===== src/sensor_readout_pkg.sv =====
// Shared constants, carriers and state types for the motion and image readout block
package sensor_readout_pkg;

    // Register addresses
    localparam logic [6:0] ADDR_MOTION_STATUS   = 7'h02;
    localparam logic [6:0] ADDR_X_DISPLACEMENT  = 7'h03;
    localparam logic [6:0] ADDR_Y_DISPLACEMENT  = 7'h04;
    localparam logic [6:0] ADDR_SURFACE_QUALITY = 7'h05;
    localparam logic [6:0] ADDR_EXPOSURE_HIGH   = 7'h06;
    localparam logic [6:0] ADDR_EXPOSURE_LOW    = 7'h07;
    localparam logic [6:0] ADDR_BRIGHTEST       = 7'h08;
    localparam logic [6:0] ADDR_BRIGHTNESS_SUM  = 7'h09;
    localparam logic [6:0] ADDR_DARKEST         = 7'h0a;
    localparam logic [6:0] ADDR_CAPTURE_PORT    = 7'h0b;
    localparam logic [6:0] ADDR_CHIP_RESET      = 7'h3a;

    // Field positions and values
    localparam logic [7:0] CHIP_RESET_KEY    = 8'h5a;
    localparam logic [7:0] REG_RESET         = 8'h00;
    localparam int         MOVEMENT_FLAG_BIT = 7;
    localparam int         GRAB_VALID_BIT    = 7;
    localparam int         SUM_MSB           = 14;
    localparam int         SUM_LSB           = 7;
    localparam logic [7:0] QUALITY_MAX       = 8'h90;
    localparam logic [7:0] LAST_PIXEL        = 8'he0;

    // Exposure control
    localparam logic [15:0] SHUTTER_RESET = 16'h0000;
    localparam logic [15:0] SHUTTER_STEP  = 16'h0010;
    localparam logic [6:0]  BRIGHT_HIGH   = 7'h64;
    localparam logic [6:0]  BRIGHT_LOW    = 7'h28;
    localparam logic [7:0]  SUM_HIGH      = 8'hbe;

    // Serial frame layout
    localparam logic [4:0] SPI_CMD_BITS   = 5'h08;
    localparam logic [4:0] SPI_FRAME_BITS = 5'h10;
    localparam int         SPI_WRITE_BIT  = 15;
    localparam int         PIN_NCS        = 0;
    localparam int         PIN_SCLK       = 1;
    localparam int         PIN_MOSI       = 2;

    typedef struct packed {
        logic       rd;
        logic       wr;
        logic [6:0] addr;
        logic [7:0] wdata;
    } reg_req_t;

    typedef struct packed {
        logic              valid;
        logic signed [7:0] dx;
        logic signed [7:0] dy;
        logic [8:0]        features;
    } frame_result_t;

    typedef struct packed {
        logic       valid;
        logic       first;
        logic [6:0] value;
    } pixel_t;

    typedef struct packed {
        logic [2:0][2:0] sy;
        logic [2:0]      pin_f;
        logic [4:0]      bitcnt;
        logic [15:0]     shin;
        logic [7:0]      shout;
        logic [1:0]      pend;
        logic            miso;
        reg_req_t        req;
    } spi_state_t;

    typedef struct packed {
        logic [2:0]        rst_sy;
        logic              rst_pin_f;
        logic              rst_all;
        logic              movement_flag;
        logic signed [7:0] dx;
        logic signed [7:0] dy;
        logic [7:0]        quality;
        logic [15:0]       shutter;
        logic [7:0]        shut_lo;
        logic [6:0]        maxp;
        logic [6:0]        minp;
        logic [7:0]        sum_reg;
        logic [6:0]        cur_max;
        logic [6:0]        cur_min;
        logic [14:0]       acc;
        logic [7:0]        pix_idx;
        logic [7:0]        grab_cnt;
        logic              grab_valid;
        logic              grab_done;
        logic [6:0]        grab_pix;
        logic [7:0]        rdata;
    } readout_state_t;

endpackage


===== src/serial_reg_port.sv =====
// Four-wire serial slave that turns pin traffic into register read and write requests
`timescale 1ns/1ps
`default_nettype none
module serial_reg_port
    import sensor_readout_pkg::*;
(
    input  wire logic     i_core_clk,
    input  wire logic     i_srst,
    input  wire logic     i_ncs_n,
    input  wire logic     i_sclk,
    input  wire logic     i_mosi,
    input  wire logic [7:0] i_rdata,
    output logic          o_miso,
    output reg_req_t      o_req
);
    spi_state_t q;
    spi_state_t d;
    logic [2:0] pins;
    logic [2:0] f_n;
    logic       rise;
    logic [15:0] sh_n;

    assign pins = {i_mosi, i_sclk, i_ncs_n};

    always_comb begin
        d = q;
        d.req.rd = 1'b0;
        d.req.wr = 1'b0;
        f_n = q.pin_f;
        for (int i = 0; i < 3; i++) begin
            d.sy[i] = {q.sy[i][1:0], pins[i]};
            // Only the settled second and third stages are trusted
            if (q.sy[i][1] == q.sy[i][2]) begin
                f_n[i] = q.sy[i][2];
            end
        end
        d.pin_f = f_n;
        rise = f_n[PIN_SCLK] & ~q.pin_f[PIN_SCLK];
        sh_n = {q.shin[14:0], f_n[PIN_MOSI]};
        d.pend = {q.pend[0], 1'b0};
        if (q.pend[1]) begin
            d.shout = i_rdata;
        end
        if (f_n[PIN_NCS]) begin
            d.bitcnt = 5'h00;
            d.pend = 2'b00;
        end else if (rise && q.bitcnt < SPI_FRAME_BITS) begin
            d.shin = sh_n;
            d.bitcnt = q.bitcnt + 5'h01;
            if (q.bitcnt >= SPI_CMD_BITS) begin
                d.shout = {q.shout[6:0], 1'b0};
            end
            if (q.bitcnt == SPI_CMD_BITS - 5'h01 && !sh_n[7]) begin
                d.req.rd = 1'b1;
                d.req.addr = sh_n[6:0];
                d.pend = 2'b01;
            end
            if (q.bitcnt == SPI_FRAME_BITS - 5'h01 && sh_n[SPI_WRITE_BIT]) begin
                d.req.wr = 1'b1;
                d.req.addr = sh_n[14:8];
                d.req.wdata = sh_n[7:0];
            end
        end
        d.miso = f_n[PIN_NCS] ? 1'b0 : d.shout[7];
    end

    always_ff @(posedge i_core_clk) begin
        if (i_srst) begin
            q <= '0;
            // Chip select and clock rest high, so no false edge after reset
            q.pin_f <= 3'b011;
            q.sy <= {3'b000, 3'b111, 3'b111};
        end else begin
            q <= d;
        end
    end

    assign o_miso = q.miso;
    assign o_req = q.req;
endmodule
`default_nettype wire


===== src/motion_and_image_readout_regs.sv =====
// Motion, exposure, frame statistics and image grabber registers behind the serial port
//
// Overview of operation
// - Movement flag lives in bit 7 of the motion status register.
// - Flag reads 0 without motion, 1 when displacement data waits.
// - Any write to motion status clears flag and both displacements, data dropped.
// - X displacement is signed 8-bit, resolution scaled, cleared by its read.
// - Y displacement is signed 8-bit, resolution scaled, cleared by its read.
// - Surface quality reports upper 8 of 9-bit feature count, never above 144.
// - Exposure is a 16-bit cycle count split over high and low bytes.
// - Exposure adjusts itself to keep brightness in range.
// - Brightest pixel of each frame reported, 0 to 127.
// - Darkest pixel of each frame reported, 0 to 127.
// - Pixel sum kept in 15 bits; register shows bits 14 to 7.
// - Grabber takes at most one pixel per frame at its counter position.
// - Valid grab read returns pixel with bit 7 set and advances counter.
// - Any grab write resets counter and waits for pixel 0 of next image.
// - Reset pin low or 0x5a to chip reset performs full reset.
`timescale 1ns/1ps
`default_nettype none
module motion_and_image_readout_regs
    import sensor_readout_pkg::*;
(
    input  wire logic          i_core_clk,
    input  wire logic          i_srst,
    input  wire logic          i_hardware_reset_pin_n,
    input  wire logic          i_ncs_n,
    input  wire logic          i_sclk,
    input  wire logic          i_mosi,
    input  wire logic          i_res_high,
    input  wire frame_result_t i_frame,
    input  wire pixel_t        i_pix,
    output logic               o_miso,
    output logic [15:0]        o_exposure
);
    readout_state_t q;
    readout_state_t d;
    reg_req_t       req;
    logic           port_rst;

    logic signed [7:0] dxs;
    logic signed [7:0] dys;
    logic [7:0]  idx;
    logic [6:0]  nmax;
    logic [6:0]  nmin;
    logic [14:0] nacc;
    logic        done_now;
    logic        rd_of;
    logic        wr_of;

    // Add with clamp to the signed 8-bit range
    function automatic logic signed [7:0] sat_add(input logic signed [7:0] a,
                                                  input logic signed [7:0] b);
        logic signed [8:0] s;
        s = {a[7], a} + {b[7], b};
        if (s > 9'sd127) begin
            sat_add = 8'sh7f;
        end else if (s < -9'sd128) begin
            sat_add = 8'sh80;
        end else begin
            sat_add = s[7:0];
        end
    endfunction

    // Step the exposure toward the bright or dark side, saturating at both ends
    function automatic logic [15:0] exposure_step(input logic [15:0] sh,
                                                  input logic [6:0]  mx,
                                                  input logic [7:0]  sm);
        logic [16:0] up;
        up = {1'b0, sh} + {1'b0, SHUTTER_STEP};
        exposure_step = sh;
        if (mx > BRIGHT_HIGH || sm > SUM_HIGH) begin
            exposure_step = (sh > SHUTTER_STEP) ? sh - SHUTTER_STEP : SHUTTER_RESET;
        end else if (mx < BRIGHT_LOW) begin
            exposure_step = up[16] ? 16'hffff : up[15:0];
        end
    endfunction

    serial_reg_port serial_reg_port_inst (
        .i_core_clk (i_core_clk),
        .i_srst     (port_rst),
        .i_ncs_n    (i_ncs_n),
        .i_sclk     (i_sclk),
        .i_mosi     (i_mosi),
        .i_rdata    (q.rdata),
        .o_miso     (o_miso),
        .o_req      (req)
    );

    assign port_rst = i_srst | q.rst_all;

    function automatic logic hit(input reg_req_t r, input logic [6:0] a);
        hit = (r.addr == a);
    endfunction

    always_comb begin
        d = q;
        rd_of = 1'b0;
        wr_of = 1'b0;

        // Resolution: low setting reports half the counts
        dxs = i_res_high ? i_frame.dx : (i_frame.dx >>> 1);
        dys = i_res_high ? i_frame.dy : (i_frame.dy >>> 1);

        // Motion flag and displacements; a new frame wins over a clear
        if ((req.rd || req.wr) && hit(req, ADDR_MOTION_STATUS)) begin
            d.movement_flag = 1'b0;
        end
        if ((req.rd && hit(req, ADDR_X_DISPLACEMENT)) ||
            (req.wr && hit(req, ADDR_MOTION_STATUS))) begin
            d.dx = 8'sh00;
        end
        if ((req.rd && hit(req, ADDR_Y_DISPLACEMENT)) ||
            (req.wr && hit(req, ADDR_MOTION_STATUS))) begin
            d.dy = 8'sh00;
        end
        if (i_frame.valid) begin
            d.dx = sat_add(d.dx, dxs);
            d.dy = sat_add(d.dy, dys);
            if (dxs != 8'sh00 || dys != 8'sh00) begin
                d.movement_flag = 1'b1;
            end
            d.quality = (i_frame.features[8:1] > QUALITY_MAX) ?
                        QUALITY_MAX : i_frame.features[8:1];
        end

        // Per-frame pixel statistics
        idx = i_pix.first ? 8'h00 : q.pix_idx;
        done_now = i_pix.first ? 1'b0 : q.grab_done;
        nmax = (i_pix.first || i_pix.value > q.cur_max) ? i_pix.value : q.cur_max;
        nmin = (i_pix.first || i_pix.value < q.cur_min) ? i_pix.value : q.cur_min;
        nacc = (i_pix.first ? 15'h0000 : q.acc) + {8'h00, i_pix.value};
        if (i_pix.valid) begin
            d.cur_max = nmax;
            d.cur_min = nmin;
            d.acc = nacc;
            d.pix_idx = idx + 8'h01;
            d.grab_done = done_now;
            if (idx == LAST_PIXEL) begin
                d.maxp = nmax;
                d.minp = nmin;
                d.sum_reg = nacc[SUM_MSB:SUM_LSB];
                d.shutter = exposure_step(q.shutter, nmax,
                                          nacc[SUM_MSB:SUM_LSB]);
            end
            // One capture per frame: the done flag only drops at frame start
            if (!q.grab_valid && !done_now && idx == q.grab_cnt) begin
                d.grab_valid = 1'b1;
                d.grab_pix = i_pix.value;
                d.grab_done = 1'b1;
            end
        end

        // Register reads and their side effects
        if (req.rd) begin
            case (req.addr)
                ADDR_MOTION_STATUS: begin
                    d.rdata = REG_RESET;
                    d.rdata[MOVEMENT_FLAG_BIT] = q.movement_flag;
                end
                ADDR_X_DISPLACEMENT:  d.rdata = q.dx;
                ADDR_Y_DISPLACEMENT:  d.rdata = q.dy;
                ADDR_SURFACE_QUALITY: d.rdata = q.quality;
                ADDR_EXPOSURE_HIGH: begin
                    // Low byte frozen here so the pair stays coherent
                    d.rdata = q.shutter[15:8];
                    d.shut_lo = q.shutter[7:0];
                end
                ADDR_EXPOSURE_LOW:    d.rdata = q.shut_lo;
                ADDR_BRIGHTEST:       d.rdata = {1'b0, q.maxp};
                ADDR_BRIGHTNESS_SUM:  d.rdata = q.sum_reg;
                ADDR_DARKEST:         d.rdata = {1'b0, q.minp};
                ADDR_CAPTURE_PORT: begin
                    rd_of = 1'b1;
                    d.rdata = {q.grab_valid, q.grab_pix};
                    if (q.grab_valid) begin
                        d.grab_valid = 1'b0;
                        d.grab_cnt = (q.grab_cnt == LAST_PIXEL) ?
                                     8'h00 : q.grab_cnt + 8'h01;
                    end
                end
                default:              d.rdata = REG_RESET;
            endcase
        end

        // Register writes; only the capture port address reacts here
        if (req.wr) begin
            case (req.addr)
                ADDR_CAPTURE_PORT: begin
                    wr_of = 1'b1;
                    d.grab_cnt = 8'h00;
                    d.grab_valid = 1'b0;
                    d.grab_done = 1'b1;
                end
                default: begin
                end
            endcase
        end

        // Reset pin synchroniser and full reset request
        d.rst_sy = {q.rst_sy[1:0], i_hardware_reset_pin_n};
        if (q.rst_sy[1] == q.rst_sy[2]) begin
            d.rst_pin_f = q.rst_sy[2];
        end
        d.rst_all = ~d.rst_pin_f |
                    (req.wr && hit(req, ADDR_CHIP_RESET) &&
                     req.wdata == CHIP_RESET_KEY);
        if (q.rst_all) begin
            d = '0;
            d.shutter = SHUTTER_RESET;
            d.rst_sy = {q.rst_sy[1:0], i_hardware_reset_pin_n};
            d.rst_pin_f = (q.rst_sy[1] == q.rst_sy[2]) ? q.rst_sy[2] : q.rst_pin_f;
            d.rst_all = ~d.rst_pin_f;
        end
    end

    always_ff @(posedge i_core_clk) begin
        if (i_srst) begin
            q <= '0;
            q.shutter <= SHUTTER_RESET;
            q.rst_sy <= 3'b111;
            q.rst_pin_f <= 1'b1;
        end else begin
            q <= d;
        end
    end

    assign o_exposure = q.shutter;
endmodule
`default_nettype wire


===== config.mk =====
export PLATFORM = sky130hd
export DESIGN_NAME = motion_and_image_readout_regs
export DESIGN_NICKNAME = d
export VERILOG_FILES = /design/src/sensor_readout_pkg.sv /design/src/serial_reg_port.sv /design/src/motion_and_image_readout_regs.sv
export SDC_FILE = /design/constraint.sdc
export NUM_CORES = 1
export LEC_CHECK = 0
export BUFFER_PORTS_ARGS = -buffer_cell sky130_fd_sc_hd__buf_2
export CORE_MARGIN = 2
export CORE_UTILIZATION = 45
export DETAILED_ROUTE_END_ITERATION = 8
export HOLD_SLACK_MARGIN = 0.03
export PLACE_DENSITY = 0.63
export SLEW_MARGIN = 20
export SYNTH_ARGS = -nofsm -noshare
export SYNTH_HDL_FRONTEND = slang
export SYNTH_SLANG_ARGS = --single-unit

===== constraint.sdc =====
create_clock -name i_core_clk -period 4.23 [get_ports i_core_clk]
set_clock_uncertainty 0.2 [all_clocks]
set_input_delay 0.6345 -clock i_core_clk [delete_from_list [all_inputs] [get_ports i_core_clk]]
set_output_delay 0.6345 -clock i_core_clk [all_outputs]
set_load 0.02 [all_outputs]

* Word level (Yosys, flattened, before mapping)
Index checks and enable logic that the tools add are counted.
** Storage, ports and cells
- Bits in registers :: 198
- Bits of input ports :: 42
- Output and inout bits :: 17
- Logic and storage cells :: 169
** Operators by class
- Add/sub/neg operators :: 8
- Magnitude comparators :: 13
- Equal/unequal tests :: 21
- Multiplexer cells :: 50
- Bitwise logic cells :: 7
- Reduce and logical (&&, ||, !) cells :: 35
** Operator list (number)
- 134-bit two-way mux :: 1
- 8-bit two-way mux :: 15
- 16-bit two-way mux :: 7
- 8-bit case mux with 10 select lines :: 1
- 59-bit two-way mux :: 1
- 9-bit two-way mux :: 5
- 7-bit two-way mux :: 5
- 10-bit two-way mux :: 3
- 7-bit by 3-bit == test with 1-bit output (second input constant) :: 4
- 7-bit by 4-bit == test with 1-bit output (second input constant) :: 4
- 25-bit two-way mux :: 1
- 22-bit two-way mux :: 1
- 8-bit by 8-bit adder with 9-bit output :: 2
- 9-bit by 8-bit greater-than comparator with 1-bit output (second input constant) :: 2
- 9-bit by 8-bit less-than comparator with 1-bit output (second input constant) :: 2
- 16-bit by 5-bit adder with 17-bit output (second input constant) :: 1
- 8-bit by 1-bit adder with 8-bit output (second input constant) :: 2
- 8-bit == test (second input constant) :: 2
- 16-bit by 5-bit greater-than comparator with 1-bit output (second input constant) :: 1
- 8-bit greater-than comparator (second input constant) :: 2
- 8-bit nonzero test :: 2
- 16-bit by 5-bit subtractor with 16-bit output (second input constant) :: 1
- 15-bit by 7-bit adder with 15-bit output :: 1
- 15-bit two-way mux :: 1
- other kinds (27) :: 67

* Logic depth before layout (Yosys ltp)
- Word-level depth :: 12
- Gate-level depth with buffers :: 17
- Mapped depth without buffers :: 17

* Cells and area by module
From an unflattened synthesis, not the netlist that was laid out.
** Second synthesis, totals
- Cell total of the unflattened synthesis :: 1335
- Area total of the unflattened synthesis :: 11267.1 sq um
** By module, submodules not included
- motion_and_image_readout_regs :: times used 1, cells an instance 1073, area an instance 8841.0 sq um, seq. area each 2762.6 sq um
- serial_reg_port :: times used 1, cells an instance 262, area an instance 2426.1 sq um, seq. area each 1181.1 sq um

* Worst setup path before layout
No wires, ideal clock.
- Path type :: input port to flip-flop
- From :: input i_pix[7] (netlist bit)
- To :: register q, in the netlist o_exposure[4]
- Arrival :: 3.977 ns
- Required time :: 3.902 ns
- Setup slack :: -0.074 ns
- Cell stages on the path :: 16
- Path buffers :: 4
- Cell sequence :: buf_2 > buf_1 > buf_1 > nor2b_1 > ha_1 > fa_1 > a211o_1 > a211oi_4 > nor3_2 > mux2_4 > a21boi_4 > o31a_4 > buf_4 > o211ai_1 > o21a_1 > nor2_1
** On the way
- Cells in the longest elaborated chain, start to end :: 6
- Elaborated cells between the ends (all ways) :: 13
** RTL lines
- from (decl) :: RTL line motion_and_image_readout_regs.sv:32 : input wire pixel_t i_pix,
- 15-bit two-way mux or 1-bit logical OR (tied branches) :: RTL line motion_and_image_readout_regs.sv:132, motion_and_image_readout_regs.sv:130
- 15-bit by 7-bit adder with 15-bit output or 7-bit two-way mux (tied branches) :: RTL line motion_and_image_readout_regs.sv:132, motion_and_image_readout_regs.sv:130
- 8-bit greater-than comparator or 7-bit greater-than comparator (tied branches) :: RTL line motion_and_image_readout_regs.sv:72 : if (mx > BRIGHT_HIGH || sm > SUM_HIGH) begin
- 1-bit logical OR :: RTL line motion_and_image_readout_regs.sv:72
- 2-bit nonzero test (no line)
- 3-bit AND reduction (no line)
- to (decl) :: RTL line motion_and_image_readout_regs.sv:36 : readout_state_t q;
Parallel ways exist; a longest one is shown, timed or not.
A chain may end at the register's enable or synchronous reset.

* Final worst setup path
- From :: register serial_reg_port_inst.q, in the netlist serial_reg_port_inst.o_req[12]
- To :: register q[120] (netlist bit)
** On the way
- Cells in the longest elaborated chain, start to end :: 9
- Elaborated cells between the ends (all ways) :: 12
** RTL lines
- from (decl) :: RTL line serial_reg_port.sv:16 : spi_state_t q;
- 7-bit by 3-bit == test with 1-bit output or 7-bit by 2-bit == test with 1-bit output (tied branches) :: RTL line motion_and_image_readout_regs.sv:93 : hit = (r.addr == a);
- 1-bit logical AND (on tied branches) :: RTL line motion_and_image_readout_regs.sv:113, motion_and_image_readout_regs.sv:114
- 1-bit logical OR (*) :: RTL line motion_and_image_readout_regs.sv:113 : if ((req.rd && hit(req, ADDR_Y_DISPLACEMENT)) ||
- 8-bit two-way mux (*) :: RTL line motion_and_image_readout_regs.sv:113
- 8-bit by 8-bit adder with 9-bit output :: RTL line motion_and_image_readout_regs.sv:55 : s = {a[7], a} + {b[7], b};
- 9-bit by 8-bit less-than comparator with 1-bit output :: RTL line motion_and_image_readout_regs.sv:58 : end else if (s < -9'sd128) begin
- 8-bit two-way mux :: RTL line motion_and_image_readout_regs.sv:58
- 8-bit two-way mux :: RTL line motion_and_image_readout_regs.sv:56 : if (s > 9'sd127) begin
- 25-bit two-way mux (*) :: RTL line motion_and_image_readout_regs.sv:117 : if (i_frame.valid) begin
Mark *: on every way between the ends. The rest lies on a longest branch, timed or not.

==> reports/results.txt <==
The run finished with clean final reports. The share of flip-flops with an asynchronous set or reset was 0%; the placeable core region was 0.0234 mm². The count of endpoints failing hold in the final timing report is 0. The congestion estimate from routability-driven global placement came to 0.896.

Setup repair after global routing left no endpoint under its margin. The total clock buffers created by CTS is 17, and the clock latency on the worst-skew pair is 440 ps. In this run, the number of DRC markers left after iteration 0 of detailed routing was 688. The number of maximum-capacitance violations came out at 0. The mapped netlist covers 0.0107 mm².

TritonCTS built the clock tree. After detailed routing, the average wire length per cell comes to 16.2 µm. The final worst-path cycle share was 92.8%.

The headroom to the max-slew limit is 36.8%. The worst register-to-register path begins at serial_reg_port_inst.o_req[12]$_SDFFE_PP0P_. The delay of the slowest cell on the worst path came out at 350 ps. At the pin with the least slew margin, the transition time is 948 ps.

Distinct cell type count of the synthesized netlist: 75. The tools report the number of pins exceeding their max-slew limit in the final report as 0. The die is 158 µm tall. In the final layout, the share of cells above drive strength 1 is 12.3%.

Power spread over the standard cell area amounts to 362 mW/mm². The path class of the lowest-slack min-delay path was in2reg. The path length in cells of the critical path is 17, and the post-synthesis average cell area is 8.30 µm².

For the total track usage, the log shows 21.8%. The detailed-route vias per instance is 5.62. In this run, post-CTS hold repair placed 0 buffers.

The residual antenna-violating net count after detailed routing is 0. The cell sitting at the root of the clock tree is a clkbuf_16. The share of the Yosys chip area taken by registers is 36.9%. From synthesis to final layout, the design area changed by 10.9%. At the end of the flow, the number of nets in the layout was 1400. The total number of vias is 9228.

After the flow finishes, the layout carries non-filler instances totaling 1641. The die covers 0.0250 mm². The number of nets produced by synthesis came out at 1377. The critical path contains buffers and inverters numbering 3 combined. The maximum number of pins on one net before global-route repair was 64; the setup slack after placement was 118 ps.

After routing the design area is 0.0118 mm². Nature of the critical path endpoint: a flop. Summed over all cells, the static leakage comes to 4.51 nW. The biggest area contributor in the post-synthesis netlist is dfxtp_1. Final hold analysis gives a worst-case slack of 166 ps. The count of final setup violators was 0. For the CTS H-tree depth, the log shows 4. The area of placed instances came out at 0.0112 mm². The peak clock frequency supported by timing is 255 MHz. Grouping stages by cell kind, the critical path spends the most delay in compound AO/OA/AOI/OAI gates. The smallest clock period supported by the final layout is computed as 3930 ps. After layout, the worst setup slack is 303 ps. Counting flops and latches in the post-synthesis netlist gives 197. Number of buffer cells added on primary ports: 57. After clock tree synthesis, the clock-pin slew on the worst setup and hold paths is 80 ps.

For this design the top-level I/O count stands at 59. 0 antenna diodes ended up in the layout. The worst setup path is of the reg2reg kind. Leading cell type in the layout, fill and taps excluded: dfxtp_1. Counting tap cells, the placed design contains a total of 1607 instances. Total power after layout: 4.28 mW. The type of element launching the critical path is a flop.

By area the synthesized netlist is led by dfxtp_1 37%, nor2_1 5.8%, mux2i_1 5.7%. The logs give 26600 µm for the total length of routed wires and 0 for the number of antenna violations at the first check in global routing. Before antenna repair, the detailed router went through 7 iterations.

The synthesized design contains 0 enable-type register cells. The run gives 197 as the clock net sink count. The critical path startpoint was serial_reg_port_inst.o_req[12]$_SDFFE_PP0P_. The worst-case IR drop observed on VDD is 0.000269 V. Number of global-route vias before repair: 8359.

The floorplan has 56 rows. The first global-routing pass estimated 43300 µm of wire. At the end of the flow the core is filled with cells to 50.6%. Leaving out fill and tap cells, the most frequent cells in the layout are 197 x dfxtp_1, 164 x nor2_1, 110 x nand2_1. The required time at the worst-slack endpoint was 4410 ps.

The worst register-to-register path ends at q[120]$_SDFF_PP0_. For the worst flop-to-flop path, the logic depth is 17. The tools report the post-detailed-placement half-perimeter wirelength as 19100 µm.

Walking the worst path, the cells encountered are nor3_2 > nand2_1 > nor2_1 > a22oi_1 > nand2_1 > inv_1 > ha_1 > a21o_1 > a21oi_1 > nand2b_1 > a21oi_1 > o41ai_1 > xor2_1 > buf_4 > buf_4 > maj3_1 > o21ai_1. The worst-path cell with the longest stage delay was o41ai_1. The tools report the number of remaining DRC errors as 0. Across all register-to-register paths, the minimum setup slack is 300 ps. The overflow left after global routing is 0. In this run the worst setup path terminates at q[120]$_SDFF_PP0_. During synthesis, Yosys emitted a total of 0 warnings. The fraction of synthesized cell area taken by the top area cell type came out at 36.9%. In this run the deepest clock path goes through 2 buffers.

In this run the worst path has a maximum fanout of 7. Synthesis handed over a netlist of 1286 instances. Top flip-flop cell by instance count after synthesis: dfxtp_1. Data on the critical path arrives at its endpoint at 4110 ps. The final setup TNS was 0 ps; the x dimension of the die was 158 µm.

Initial core utilization: 45.6%.
-- worst register-to-register path, cell delays in order, from the launching register on --
cell      delay [ps]
dfxtp_1          340
nor3_2           320
nand2_1          130
nor2_1           260
a22oi_1          230
nand2_1          170
inv_1             80
ha_1             270
a21o_1           170
a21oi_1          230
nand2b_1         140
a21oi_1           80
o41ai_1          350
xor2_1           120
buf_4            180
buf_4            130
maj3_1           340
o21ai_1          120
-- final cells by class --
cell class	count	area [µm²]
Timing Repair Buffer	88	531
Clock inverter	15	175
Sequential cell	197	3940
Clock buffer	17	425
Multi-Input combinational cell	959	6190
Fill cell	2288	11600
Tap cell	319	399
Inverter	46	173
-- sequential cells by signal (all words and copies together) (netlist names) --
signal	cells
serial_reg_port_inst.q	35
serial_reg_port_inst.o_req	17
o_exposure	16
q	122
serial_reg_port_inst.o_miso	1
serial_reg_port_inst.d	6
-- timing repair --
item,in CTS,in global routing
setup buffers,0,2
setup endpoints to repair,0,14
gates resized for setup,0,2
-- cells by family after synthesis --
kind of cell / after synthesis / share of synthesized area (%)
mux: 74 / 7.13
compound gates: 303 / 18.9
flops: 197 / 36.9
buf+inv: 130 / 5.30
fa+ha+maj: 55 / 6.52
simple gates: 487 / 21.9
xor+xnor: 40 / 3.28
-- per-layer routing --
layer	share of wire [%]	GRT usage [%]
met3	4.0	2.35
met4	2.3	7.64
met5	0	0
met1	49	31.1
met2	45	34.2
-- power by group --
part           internal (mW)  switching [mW]
Clock                  0.803           0.831
Combinational          0.298           0.381
Sequential              1.92          0.0512
Total                   3.02            1.26
-- worst min-delay path by stage --
stage	end	depth (start not counted)	start	slack (ps)
5_1_grt	serial_reg_port_inst.d[53]$_SDFF_PP1_	2	i_ncs_n	150
3_3_place_gp	serial_reg_port_inst.d[54]$_SDFF_PP1_	1	serial_reg_port_inst.d[53]$_SDFF_PP1_	190
3_5_place_dp	q[136]$_SDFF_PP1_	1	q[135]$_SDFF_PP1_	190
4_1_cts	serial_reg_port_inst.d[53]$_SDFF_PP1_	2	i_ncs_n	150
2_1_floorplan	serial_reg_port_inst.d[54]$_SDFF_PP1_	1	serial_reg_port_inst.d[53]$_SDFF_PP1_	180
6_report	serial_reg_port_inst.d[53]$_SDFF_PP1_	2	i_ncs_n	170
-- synthesized netlist by cell type, types with 22 or more instances --
cell and count:
a211oi_1 25, a21oi_1 99, a22oi_1 24, clkbuf_1 51
dfxtp_1 197, ha_1 46, inv_1 45, mux2i_1 61
nand2_1 110, nand2b_1 24, nand3_1 50, nor2_1 166
nor3_1 22, o21ai_0 46
(Power assumes the default switching activity.)
